File: src/cvst_pkg.sv
// shared constants and types for the camera link video source timing block
package cvst_pkg;
   localparam int          CVST_DW        = 32;
   localparam int          CVST_HW        = 16;
   localparam int          CVST_VW        = 16;
   localparam logic [15:0] CVST_FC_MARKER = 16'h3333;
   localparam logic [15:0] CVST_CNT_RST   = 16'h0000;
   localparam logic [15:0] CVST_POS_RST   = 16'h0000;
   localparam logic [7:0]  CVST_FILL_RST  = 8'h00;
   localparam int          CVST_FIFO_DEPTH = 8;
   localparam int          CVST_TAPS      = 4;
   localparam int          CVST_MAX_PIX   = 4096;
   localparam int          CVST_BYTES_PER_WORD = 4;
   localparam int          CVST_SMALL_BYTES = 1024;
   localparam int          CVST_LARGE_BYTES = 16384;
   localparam logic [15:0] CVST_SMALL_WORDS = 16'(CVST_SMALL_BYTES / CVST_BYTES_PER_WORD);
   localparam logic [15:0] CVST_LARGE_WORDS = 16'(CVST_LARGE_BYTES / CVST_BYTES_PER_WORD);

   typedef struct packed {
      logic        interleave_en;
      logic        frame_count_en;
      logic        internal_data;
      logic        linescan;
      logic        line_valid_cont;
      logic        margin_fill_en;
      logic        small_image;
      logic        trig_frame;
      logic        trig_line;
      logic        trig_active_high;
      logic        trig_from_cc2;
      logic        fifo_reset;
   } cvst_ctrl_s;

   typedef struct packed {
      logic [15:0] width_clocks;
      logic [15:0] hblank;
      logic [15:0] total_width;
      logic [15:0] height;
      logic [15:0] vblank;
      logic [15:0] total_height;
      logic [15:0] fv_start;
      logic [15:0] fv_end;
      logic [15:0] lv_start;
      logic [15:0] lv_end;
      logic [15:0] rv_start;
      logic [15:0] rv_end;
      logic [7:0]  left_margin_value;
      logic [7:0]  right_margin_value;
   } cvst_geom_s;

   typedef struct packed {
      logic        frame_valid;
      logic        line_valid;
      logic        data_valid;
      logic [31:0] data;
   } cvst_video_s;
endpackage

File: src/cvst_top.sv
// video source timing generator toward a camera link frame grabber
`timescale 1ns/10ps
`default_nettype none
module cvst_top #(
   parameter int FIFO_DEPTH = cvst_pkg::CVST_FIFO_DEPTH,
   parameter int LEVEL_W    = 16
) (
   input  wire logic                  clock,
   input  wire logic                  srst,
   input  wire cvst_pkg::cvst_ctrl_s  ctrl,
   input  wire cvst_pkg::cvst_geom_s  geom,
   input  wire logic [LEVEL_W-1:0]    host_buffered_words,
   input  wire logic [31:0]           dma_data,
   input  wire logic                  dma_valid,
   output logic                       dma_ready,
   input  wire logic                  cc1,
   input  wire logic                  cc2,
   output cvst_pkg::cvst_video_s      video,
   output logic                       running
);
   import cvst_pkg::*;

   // ------------------------------------------------------------
   // fifo in the data path
   // ------------------------------------------------------------
   localparam int LVW = $clog2(FIFO_DEPTH + 1);
   logic [31:0]    fifo_data;
   logic           fifo_valid;
   wire            fifo_pop;
   wire            fifo_push = dma_valid && dma_ready;
   logic [LVW-1:0] fifo_level;

   cvst_fifo #(
      .WIDTH (CVST_DW),
      .DEPTH (FIFO_DEPTH)
   ) u_fifo (
      .clock     (clock),
      .srst      (srst),
      .clear     (ctrl.fifo_reset),
      .in_data   (dma_data),
      .in_valid  (fifo_push),
      .in_ready  (),
      .out_data  (fifo_data),
      .out_valid (fifo_valid),
      .out_ready (fifo_pop),
      .level     (fifo_level)
   );

   // ------------------------------------------------------------
   // ready toward the dma side
   // ------------------------------------------------------------
   // ready is a flop, so it looks one edge ahead: room after this edge's push and pop
   // a word offered in the first stopped cycle is dropped by the clear
   wire [LVW-1:0] level_next = fifo_level + LVW'(fifo_push) - LVW'(fifo_pop);
   wire           room_next  = (level_next < LVW'(FIFO_DEPTH));

   always_ff @(posedge clock)
   begin
      if (srst || ctrl.fifo_reset)
      begin
         dma_ready <= 1'b0;
      end
      else
      begin
         dma_ready <= room_next;
      end
   end

   // ------------------------------------------------------------
   // start threshold
   // ------------------------------------------------------------
   // host side buffering is counted upstream; the small fifo just adds its level
   wire [15:0] thresh     = ctrl.small_image ? CVST_SMALL_WORDS : CVST_LARGE_WORDS;
   wire [16:0] buffered   = 17'(host_buffered_words) + 17'(fifo_level);
   wire        thresh_ok  = ctrl.internal_data || (buffered >= 17'(thresh));
   logic       started;

   // ------------------------------------------------------------
   // trigger: sync then edge detect
   // ------------------------------------------------------------
   logic trig_meta;
   logic trig_sync;
   logic trig_prev;

   // one polarity decode serves both the current and the delayed sample
   function automatic logic active_level(input logic pin, input logic high_true);
      active_level = high_true ? pin : !pin;
   endfunction

   wire  trig_raw   = ctrl.trig_from_cc2 ? cc2 : cc1;
   wire  trig_level = active_level(trig_sync, ctrl.trig_active_high);
   wire  trig_prevl = active_level(trig_prev, ctrl.trig_active_high);
   wire  trig_edge  = trig_level && !trig_prevl;

   // cleared on reset so a short reset leaves no unknown edge behind
   always_ff @(posedge clock)
   begin
      if (srst)
      begin
         trig_meta <= 1'b0;
         trig_sync <= 1'b0;
         trig_prev <= 1'b0;
      end
      else
      begin
         trig_meta <= trig_raw;
         trig_sync <= trig_meta;
         trig_prev <= trig_sync;
      end
   end

   // ------------------------------------------------------------
   // timing limits
   // ------------------------------------------------------------
   function automatic logic [15:0] end_of(input logic [15:0] s, input logic [15:0] e,
                                          input logic [15:0] w);
      end_of = (e == CVST_POS_RST) ? 16'(s + w) : e;
   endfunction

   wire [15:0] fv_end_eff = end_of(geom.fv_start, geom.fv_end, geom.width_clocks);
   wire [15:0] lv_end_eff = end_of(geom.lv_start, geom.lv_end, geom.width_clocks);
   wire [15:0] rv_end_eff = end_of(geom.rv_start, geom.rv_end, geom.width_clocks);
   wire [15:0] line_len   = (geom.hblank != 16'h0000) ?
                            16'(geom.width_clocks + geom.hblank) : geom.total_width;
   wire [15:0] frame_len  = (geom.vblank != 16'h0000) ?
                            16'(geom.height + geom.vblank) : geom.total_height;

   // ------------------------------------------------------------
   // raster state
   // ------------------------------------------------------------
   typedef enum logic [1:0] {CVST_IDLE, CVST_WAIT_FRAME, CVST_WAIT_LINE, CVST_LINE} cvst_state_e;
   cvst_state_e state;
   logic [15:0] hcnt;
   logic [15:0] vcnt;
   logic [15:0] frame_count;
   logic [15:0] data_count;
   logic        first_word;
   cvst_state_e next_frame_state;

   wire  line_end   = (hcnt == 16'(line_len - 16'h0001)) || (line_len == 16'h0000);
   wire  frame_end  = !ctrl.linescan && (vcnt == 16'(frame_len - 16'h0001));
   wire  v_active   = ctrl.linescan || (vcnt < geom.height);
   wire  fv_win     = (hcnt >= geom.fv_start) && (hcnt < fv_end_eff);
   wire  lv_win     = (hcnt >= geom.lv_start) && (hcnt < lv_end_eff);
   wire  in_line    = (state == CVST_LINE);
   wire  lv_now     = in_line && lv_win && (v_active || ctrl.line_valid_cont);
   wire  act_now    = in_line && lv_win && v_active;
   wire  before_win = ctrl.margin_fill_en && (hcnt < geom.rv_start);
   wire  after_win  = ctrl.margin_fill_en && (hcnt >= rv_end_eff);
   wire  need_img   = act_now && !before_win && !after_win;
   wire  stall      = need_img && !ctrl.internal_data && !fifo_valid;
   wire  advance    = in_line && !stall;
   assign fifo_pop  = advance && need_img && !ctrl.internal_data;
   // next frame goes straight on unless a trigger must be awaited, keeping the period exact
   assign next_frame_state = ctrl.trig_frame ? CVST_WAIT_FRAME :
                             ctrl.trig_line  ? CVST_WAIT_LINE : CVST_LINE;

   // ------------------------------------------------------------
   // data path
   // ------------------------------------------------------------
   wire [31:0] gen_word = {~data_count, data_count};
   wire [31:0] img_word = ctrl.internal_data ? gen_word : fifo_data;
   logic [31:0] ilv_word;

   // four-tap reorder of bytes within the word; full raster address tables are upstream
   genvar t;
   generate
      for (t = 0; t < CVST_TAPS; t++)
      begin : g_tap
         assign ilv_word[8*t +: 8] = ctrl.interleave_en ?
                                     img_word[8*(CVST_TAPS-1-t) +: 8] : img_word[8*t +: 8];
      end
   endgenerate

   wire [31:0] left_fill  = {4{geom.left_margin_value}};
   wire [31:0] right_fill = {4{geom.right_margin_value}};
   wire [31:0] out_word   = before_win ? left_fill :
                            after_win  ? right_fill :
                            (first_word && ctrl.frame_count_en) ?
                            {CVST_FC_MARKER, frame_count} : ilv_word;

   wire start_ok = thresh_ok || started;

   // ------------------------------------------------------------
   // sequencing
   // ------------------------------------------------------------
   always_ff @(posedge clock)
   begin
      if (srst || ctrl.fifo_reset)
      begin
         state       <= CVST_IDLE;
         hcnt        <= CVST_POS_RST;
         vcnt        <= CVST_POS_RST;
         frame_count <= CVST_CNT_RST;
         data_count  <= CVST_CNT_RST;
         first_word  <= 1'b1;
         started     <= 1'b0;
      end
      else
      begin
         unique case (state)
            CVST_IDLE:
            begin
               if (start_ok)
               begin
                  started <= 1'b1;
                  state   <= CVST_WAIT_FRAME;
               end
            end
            CVST_WAIT_FRAME:
            begin
               data_count <= CVST_CNT_RST;
               first_word <= 1'b1;
               vcnt       <= CVST_POS_RST;
               hcnt       <= CVST_POS_RST;
               if (!ctrl.trig_frame || trig_edge)
               begin
                  state <= ctrl.trig_line ? CVST_WAIT_LINE : CVST_LINE;
               end
            end
            CVST_WAIT_LINE:
            begin
               hcnt <= CVST_POS_RST;
               if (trig_edge)
               begin
                  state <= CVST_LINE;
               end
            end
            CVST_LINE:
            begin
               if (advance)
               begin
                  if (need_img)
                  begin
                     data_count <= data_count + 16'h0001;
                     first_word <= 1'b0;
                  end
                  if (line_end)
                  begin
                     hcnt <= CVST_POS_RST;
                     if (frame_end)
                     begin
                        frame_count <= frame_count + 16'h0001;
                        vcnt        <= CVST_POS_RST;
                        data_count  <= CVST_CNT_RST;
                        first_word  <= 1'b1;
                        state       <= next_frame_state;
                     end
                     else
                     begin
                        vcnt  <= vcnt + 16'h0001;
                        state <= ctrl.trig_line ? CVST_WAIT_LINE : CVST_LINE;
                     end
                  end
                  else
                  begin
                     hcnt <= hcnt + 16'h0001;
                  end
               end
            end
         endcase
      end
   end

   // ------------------------------------------------------------
   // registered outputs
   // ------------------------------------------------------------
   always_ff @(posedge clock)
   begin
      if (srst || ctrl.fifo_reset)
      begin
         video   <= '0;
         running <= 1'b0;
      end
      else
      begin
         running           <= (state != CVST_IDLE);
         video.frame_valid <= in_line && v_active && fv_win;
         video.line_valid  <= lv_now && !stall;
         video.data_valid  <= act_now && !stall;
         video.data        <= out_word;
      end
   end
endmodule
`default_nettype wire

File: src/cvst_fifo.sv
// image word fifo with valid/ready on both sides and a fill level
`timescale 1ns/10ps
`default_nettype none
module cvst_fifo #(
   parameter int WIDTH = 32,
   parameter int DEPTH = 8
) (
   input  wire logic                     clock,
   input  wire logic                     srst,
   input  wire logic                     clear,
   input  wire logic [WIDTH-1:0]         in_data,
   input  wire logic                     in_valid,
   output logic                          in_ready,
   output logic [WIDTH-1:0]              out_data,
   output logic                          out_valid,
   input  wire logic                     out_ready,
   output logic [$clog2(DEPTH+1)-1:0]    level
);
   localparam int AW = $clog2(DEPTH);
   localparam int LW = $clog2(DEPTH + 1);
   logic [WIDTH-1:0] mem [DEPTH];
   logic [AW-1:0]    wr_ptr;
   logic [AW-1:0]    rd_ptr;
   wire              do_wr = in_valid && in_ready;
   wire              do_rd = out_valid && out_ready;

   assign in_ready  = (level != ($clog2(DEPTH+1))'(DEPTH));
   assign out_valid = (level != '0);
   assign out_data  = mem[rd_ptr];

   always_ff @(posedge clock)
   begin
      if (do_wr)
      begin
         mem[wr_ptr] <= in_data;
      end
   end

   always_ff @(posedge clock)
   begin
      if (srst || clear)
      begin
         wr_ptr <= '0;
         rd_ptr <= '0;
         level  <= '0;
      end
      else
      begin
         if (do_wr)
         begin
            wr_ptr <= (wr_ptr == AW'(DEPTH-1)) ? '0 : wr_ptr + AW'(1);
         end
         if (do_rd)
         begin
            rd_ptr <= (rd_ptr == AW'(DEPTH-1)) ? '0 : rd_ptr + AW'(1);
         end
         level <= level + LW'(do_wr) - LW'(do_rd);
      end
   end
endmodule
`default_nettype wire

File: config.mk
export PLATFORM = sky130hd
export DESIGN_NAME = cvst_top
export DESIGN_NICKNAME = d
export VERILOG_FILES = /design/src/cvst_pkg.sv /design/src/cvst_top.sv /design/src/cvst_fifo.sv
export SDC_FILE = /design/constraint.sdc
export NUM_CORES = 1
export LEC_CHECK = 0
export ABC_AREA = 0
export BUFFER_PORTS_ARGS = -buffer_cell sky130_fd_sc_hd__buf_2
export CAP_MARGIN = 20
export CORE_ASPECT_RATIO = 1.2
export CORE_MARGIN = 4
export CORE_UTILIZATION = 50
export DETAILED_ROUTE_END_ITERATION = 8
export GPL_TIMING_DRIVEN = 0
export HOLD_SLACK_MARGIN = 0.1
export MAX_ROUTING_LAYER = met4
export PLACE_DENSITY = 0.7
export RECOVER_POWER = 50
export SYNTH_ARGS = -nofsm -noshare
export SYNTH_HDL_FRONTEND = slang
export SYNTH_HIERARCHICAL = 1
export SYNTH_SLANG_ARGS = --single-unit
File: constraint.sdc
create_clock -name clock -period 8.4 [get_ports clock]
set_clock_uncertainty 0.05 [all_clocks]
set_input_delay 0.42 -clock clock [delete_from_list [all_inputs] [get_ports clock]]
set_output_delay 0.42 -clock clock [all_outputs]
set_load 0.01 [all_outputs]
Word-level counts from Yosys, hierarchy flattened
Memories as Yosys holds them, arrays and structs flattened. A register that Yosys moved wholly into a read port is not among the register bits.
Cells that the tools add are included.
{ "totals": {"register_bits": 118, "ram_bits": 256, "output_inout_bits": 37, "n_memories": 1} }
{ "mem_list": {"columns": ["name", "depth", "width", "rd", "rd_ports_with_merged_regs", "wr", "line", "text"], "rows": [
  ["u_fifo.mem", 8, 32, 1, 1, 1, "cvst_fifo.sv:21", "logic [WIDTH-1:0] mem [DEPTH];"]
]} }
{ "classes": {"addsub": 18, "order_cmp": 9, "n_eq_ne": 13, "mux": 49, "n_bitwise": 1, "n_reduce_logical": 59} }
{ "ops": {"columns": ["operator", "n"], "rows": [
  ["$mux 16", 14],
  ["$mux 32", 4],
  ["$pmux 16 s2", 3],
  ["$add 16x16->16", 5],
  ["$add 16x1->16 const B", 4],
  ["$logic_not 16->1", 4],
  ["$lt 16x16->1", 4],
  ["$ge 16x16->1", 3],
  ["$eq 16x16->1", 2],
  ["$mux 8", 4],
  ["$reduce_bool 16->1", 2],
  ["$sub 16x1->16 const B", 2],
  ["$logic_and 1x1->1", 24],
  ["$add 16x4->17", 1],
  ["$ge 17x13->1", 1],
  ["$not 16->16", 1],
  ["$mux 2", 7],
  ["$mux 13", 1],
  ["$mux 3", 4],
  ["$logic_not 1->1", 10],
  ["$mux 1", 10],
  ["$add 4x1->4", 2],
  ["$ne 2x2->1 const B", 4],
  ["$pmux 2 s4", 1],
  ["other kinds (18)", 32]
]} }

Logic depth before layout (Yosys ltp)
{ "depth": {"ltp_word": 17, "ltp_mapped": 33, "depth_no_buf": 33} }

By module
The synthesis kept the hierarchy.
{ "by_module_without_submodules": {"columns": ["module", "n_inst", "cells_each", "area_per_inst_um2", "seq_area_each_um2"], "rows": [
  ["cvst_top", 1, 1932, 14480.1, 2162.1],
  ["cvst_fifo", 1, 447, 10456.3, 7947.6]
]} }

Worst setup path after synthesis
No wires, ideal clock.
{ "synth_timing": {"path_type": "input to register", "from": "input port geom[33] (netlist name)", "to": "register u_fifo.level[1]", "setup_ns": 0.115, "arrival_time_ns": 5.686, "t_required_ns": 8.235, "setup_slack_ns": 2.549, "cell_stages": 28, "cell_sequence": "ha_1 > a21o_1 > a21oi_1 > o21ai_0 > a21oi_1 > o21ai_0 > a21oi_1 > o21ai_0 > a21oi_1 > o21ai_0 > a21o_1 > a211o_1 > a31oi_1 > ha_1 > a21o_1 > a21o_1 > a21oi_1 > o21ai_0 > a21oi_1 > and3_1 > nand2_1 > nor2_1 > and2_1 > ha_1 > inv_1 > ha_1 > fa_1 > and2_1"} }
{ "synth_via": {"elab_chain_len": 14, "elab_cells_between_ends": 18, "classes_between": "2 x add/sub; 2 x order compare; 1 x mux; 13 x reduce/logical"} }
{ "synth_rtl": {"columns": ["element", "line", "text"], "rows": [
  ["start: declaration", "cvst_top.sv:11", "input wire cvst_pkg::cvst_geom_s geom,"],
  ["$add 16x16->16", "cvst_top.sv:117", "end_of = (e == CVST_POS_RST) ? 16'(s + w) : e;"],
  ["$mux 16", "cvst_top.sv:117", null],
  ["$ge 16x16->1", "cvst_top.sv:149", "wire after_win = ctrl.margin_fill_en && (hcnt >= rv_end_eff);"],
  ["$logic_and 1x1->1", "cvst_top.sv:149", null],
  ["$logic_not 1->1", "cvst_top.sv:150", "wire need_img = act_now && !before_win && !after_win;"],
  ["$logic_and 1x1->1 *", "cvst_top.sv:150", null],
  ["$logic_and 1x1->1 (2 in a row)", "cvst_top.sv:151", "wire stall = need_img && !ctrl.internal_data && !fifo_valid;"],
  ["$logic_not 1->1", "cvst_top.sv:152", "wire advance = in_line && !stall;"],
  ["$logic_and 1x1->1", "cvst_top.sv:152", null],
  ["$logic_and 1x1->1 * (2 in a row)", "cvst_top.sv:153", "assign fifo_pop = advance && need_img && !ctrl.internal_data;"],
  ["via fifo_pop", "cvst_top.sv:29", "wire fifo_pop;"],
  ["$logic_and 1x1->1 *", "cvst_fifo.sv:25", "wire do_rd = out_valid && out_ready;"],
  ["$sub 4x1->4 *", "cvst_fifo.sv:57", "level <= level + LW'(do_wr) - LW'(do_rd);"],
  ["end signal: assignment", "cvst_fifo.sv:57", null],
  ["end: declaration", "cvst_fifo.sv:17", "output logic [$clog2(DEPTH+1)-1:0] level"]
]} }
The timed path passes the listed nets; every way through them passes the cells marked *.
A chain may end at the register's enable or synchronous reset.

Worst setup path after layout
{ "layout_timing": {"from": "input port geom[192] (netlist name)", "to": "register u_fifo.level[2]"} }
{ "layout_via": {"elab_chain_len": 16, "elab_cells_between_ends": 21, "classes_between": "3 x add/sub; 2 x order compare; 2 x mux; 14 x reduce/logical"} }
{ "layout_rtl": {"columns": ["element", "line", "text"], "rows": [
  ["$add 16x16->16", "cvst_top.sv:117", null],
  ["$mux 16", "cvst_top.sv:117", null],
  ["$lt 16x16->1", "cvst_top.sv:144", "wire lv_win = (hcnt >= geom.lv_start) && (hcnt < lv_end_eff);"],
  ["$logic_and 1x1->1", "cvst_top.sv:144", null],
  ["$logic_and 1x1->1 (2 in a row)", "cvst_top.sv:147", "wire act_now = in_line && lv_win && v_active;"],
  ["$logic_and 1x1->1", "cvst_top.sv:150", null],
  ["$logic_and 1x1->1 *", "cvst_top.sv:150", null],
  ["$logic_and 1x1->1 (2 in a row)", "cvst_top.sv:151", null],
  ["$logic_not 1->1", "cvst_top.sv:152", null],
  ["$logic_and 1x1->1", "cvst_top.sv:152", null],
  ["$logic_and 1x1->1 * (2 in a row)", "cvst_top.sv:153", null],
  ["via fifo_pop", "cvst_top.sv:29", null],
  ["$logic_and 1x1->1 *", "cvst_fifo.sv:25", null],
  ["$sub 4x1->4 *", "cvst_fifo.sv:57", null]
]} }
Marked as above.

==> impl_metrics.tcl <==
set metrics [dict create \
    synth_edf_count 256 \
    drive_gt1_share_pct 15.4 \
    place_ws_ps 930 \
    yosysTopAreaCellShare_pct 30.8 \
    worstMarginPinSlew_ps 1950 \
    setup_viol 0 \
    wl_per_cell_um 23.2 \
    cts_resized 0 \
    slowest_stage "a21oi_1" \
    pwr-share-clk_pct 37.7 \
    path_class "in2reg" \
    p_seq_share_pct 45.0 \
    ys_async_sr_fraction_pct 0 \
    gp_congestion 0.986 \
    postCtsSetupBuffers 0 \
    dp_hpwl_um 63200 \
    synthFlopType "edfxtp_1" \
    cp_num_buf_inv 3 \
    worstPathMaxFanout 9 \
    synth-seq-cells 377 \
    crit_family "compound AO/OA/AOI/OAI gates" \
    core_um2 49200 \
    dieWidth_um 212 \
    port_buffers 308 \
    synth_top_area_cell "edfxtp_1" \
    period_needed_ps 6900 \
    cts_tree "built" \
    fp-row-count 89 \
    worst_slack_ps 1500 \
    p_int_mw 3.26 \
    clock-root-buffer "clkbuf_16" \
    worstPathArrival_ps 7280 \
    max_stage_delay_ps 680 \
    p_sw_mw 1.19 \
    numCtsBuffers 39 \
    synth_compound_area_share_pct 15.8 \
    yosys.area_share.simple_pct 13.6 \
    synth-adder-area-share_pct 11.2 \
    cts_max_path_buffers 3 \
    yosysUniqueCellTypes 85 \
    pwr-share-comb_pct 17.4 \
    first_global_vias 21000 \
    clk_pin_slew_worst_paths_ps 60 \
    fin_setup_tns_ps 0 \
    synth_fp_nets 2872 \
    utilization_pct 59.0 \
    leakage_nw 11.6 \
    cp_common_cell "o21ai_0" \
    p_per_area_nw_per_um2 153 \
    grt.overflow.total 0 \
    drtIter0Drc 1565 \
    antenna_found_initial 5 \
    yosysWarningCount 6 \
    hold_viol 0 \
    violations "max-capacitance violations, max-slew violations" \
    synth-seq-area-share_pct 40.5 \
    vdd_drop_max_mv 0.172 \
    drv_cap 3 \
    place.detailed.instances 3344 \
    drc 0 \
    period_share_pct 82.2 \
    fp.dieArea_um2 53500 \
    cts_sinks 377 \
    relSlewSlack_pct -30.6 \
    cts_hold_buf 35 \
    worst_hold_slack_ps 180 \
    swShare_pct 26.7 \
    fin_nets 3278 \
    status "complete, but fails checks" \
    die_y_um 253 \
    hp-class "in2reg" \
    grt_max_degree 19 \
    worstPathRequired_ps 8780 \
    synthMuxAreaShare_pct 11.1 \
    clk_latency_ps 580 \
    synthesis.area_um2 24900 \
    start_util_pct 50.7 \
    ant_nets 0 \
    syn_to_final_growth_pct 16.5 \
    rsz0062_at_grt "no" \
    cp-end-kind "register" \
    syn_area_per_cell_um2 10.5 \
    pin_count 310 \
    cp-start-kind "input port" \
    stdcell_count 3453 \
    grt_pass1_wl_um 120000 \
    drtPass1Iterations 6 \
    fmaxAchievable_ghz 0.145 \
    synthTopCellsByArea "edfxtp_1, ha_1, dfxtp_1, a21oi_1, mux4_1" \
    vias 21100 \
    drt_wl_total_um 80000 \
    synth_top_family_by_area "compound AO/OA/AOI/OAI gates" \
    drv_slew 47 \
    synth_xor_area_share_pct 4.13 \
    syn_inst 2379 \
    htree_levels 2 \
    vias_per_cell 6.11 \
    grt_usage_pct 29.7 \
]
logic make-up (layout without fill, tap and decap cells):
kind of cell | after synthesis | in the layout
AO/OA/AOI/OAI | 606 | 606
adder cells (fa/ha/maj) | 220 | 220
multiplexers | 165 | 165
other | 0 | 5
XOR/XNOR | 116 | 116
AND/OR/NAND/NOR | 671 | 671
flip-flops | 377 | 377
buffers and inverters | 224 | 656
per-layer routing:
metal | routed length (um) | global-route usage [%]
met1 | 31600 | 35.8
met2 | 41800 | 53.1
met3 | 4120 | 2.99
met4 | 2520 | 8.51
met5 | 0 | -
flip-flops by register name (all words and copies together), names as in the netlist, named ones only:
signal         cells
video             35
trig_prev          1
state              2
u_fifo/mem       256
u_fifo/level       4
u_fifo/wr_ptr      3
dma_ready          1
running            1
u_fifo/rd_ptr      3
frame_count       16
first_word         1
vcnt              16
trig_sync          1
started            1
data_count        16
hcnt              16
trig_meta          1
power by group through the flow:
stage                     Clock (mW)  Combinational, mW  Sequential, mW
after floorplan                    0              0.480            2.04
after global placement             0              0.729            2.04
after detailed placement           0              0.747            2.04
after CTS                       1.70              0.766            2.00
after global routing            1.77              0.850            2.00
final                           1.68              0.772            2.00
layout by cell type (no fill, tap or decap), types with 35 or more instances in the layout:
cell | netlist | final
edfxtp_1 | 256 | 256
buf_2 | 10 | 248
ha_1 | 213 | 213
a21oi_1 | 211 | 211
nand2_1 | 188 | 188
clkbuf_1 | 64 | 144
nor2_1 | 143 | 143
inv_1 | 134 | 134
dfxtp_1 | 121 | 121
o21ai_0 | 90 | 90
xnor2_1 | 72 | 72
a21o_1 | 67 | 67
mux2i_1 | 50 | 50
nand3_1 | 45 | 45
nand4_1 | 44 | 44
xor2_1 | 43 | 43
mux2_2 | 43 | 43
mux4_1 | 40 | 40
clkbuf_16 | 0 | 39
nor3_1 | 41 | 37
nor4_1 | 35 | 35
dlygate4sd3_1 | 0 | 35
cell type report:
type                    count  area (um2)
well taps                 637         797
diodes                      5        12.5
multi-input cells        1778       13900
fillers                  4179       20200
plain buffers              89         399
inverters                 135         507
clock inverters            19         215
flip-flops and latches    377       10100
repair buffers            365        2070
clock buffers              48        1010
synthesized netlist by cell type (45+ instances only):
cell type / instances
nor2_1: 143
edfxtp_1: 256
dfxtp_1: 121
inv_1: 134
o21ai_0: 90
nand3_1: 45
nand2_1: 188
mux2i_1: 50
clkbuf_1: 64
a21oi_1: 211
xnor2_1: 72
a21o_1: 67
ha_1: 213
worst reg2reg max path: cells and delay by family (launching register included):
kind                     cells  cell delay (ps)
flip-flops                   1              780
XOR/XNOR                     1              170
adder cells (fa/ha/maj)      4             1100
buffers and inverters        2              690
AO/OA/AOI/OAI                7             1660
AND/OR/NAND/NOR              5             1430
through the flow:
stage | power (mW) | cell area (um2)
6_report | 4.45 | 29100
4_1_cts | 4.47 | 29200
3_3_place_gp | 2.77 | 27300
2_1_floorplan | 2.52 | 24900
5_1_grt | 4.62 | 29100
3_5_place_dp | 2.79 | 27600
final timing paths:
check / cells past startpoint / end / slack (ps) / start
max: 32 / u_fifo/level[2]$_SDFF_PP0_ / 1500 / geom[192]
min: 3 / video[30]$_SDFF_PP0_ / 180 / geom[6]
max reg2reg: 19 / u_fifo/level[2]$_SDFF_PP0_ / 2410 / hcnt[1]$_SDFFE_PP0P_
min reg2reg: 1 / trig_sync$_SDFF_PP0_ / 390 / trig_meta$_SDFF_PP0_
No activity file was read; power rests on OpenSTA's default activity.
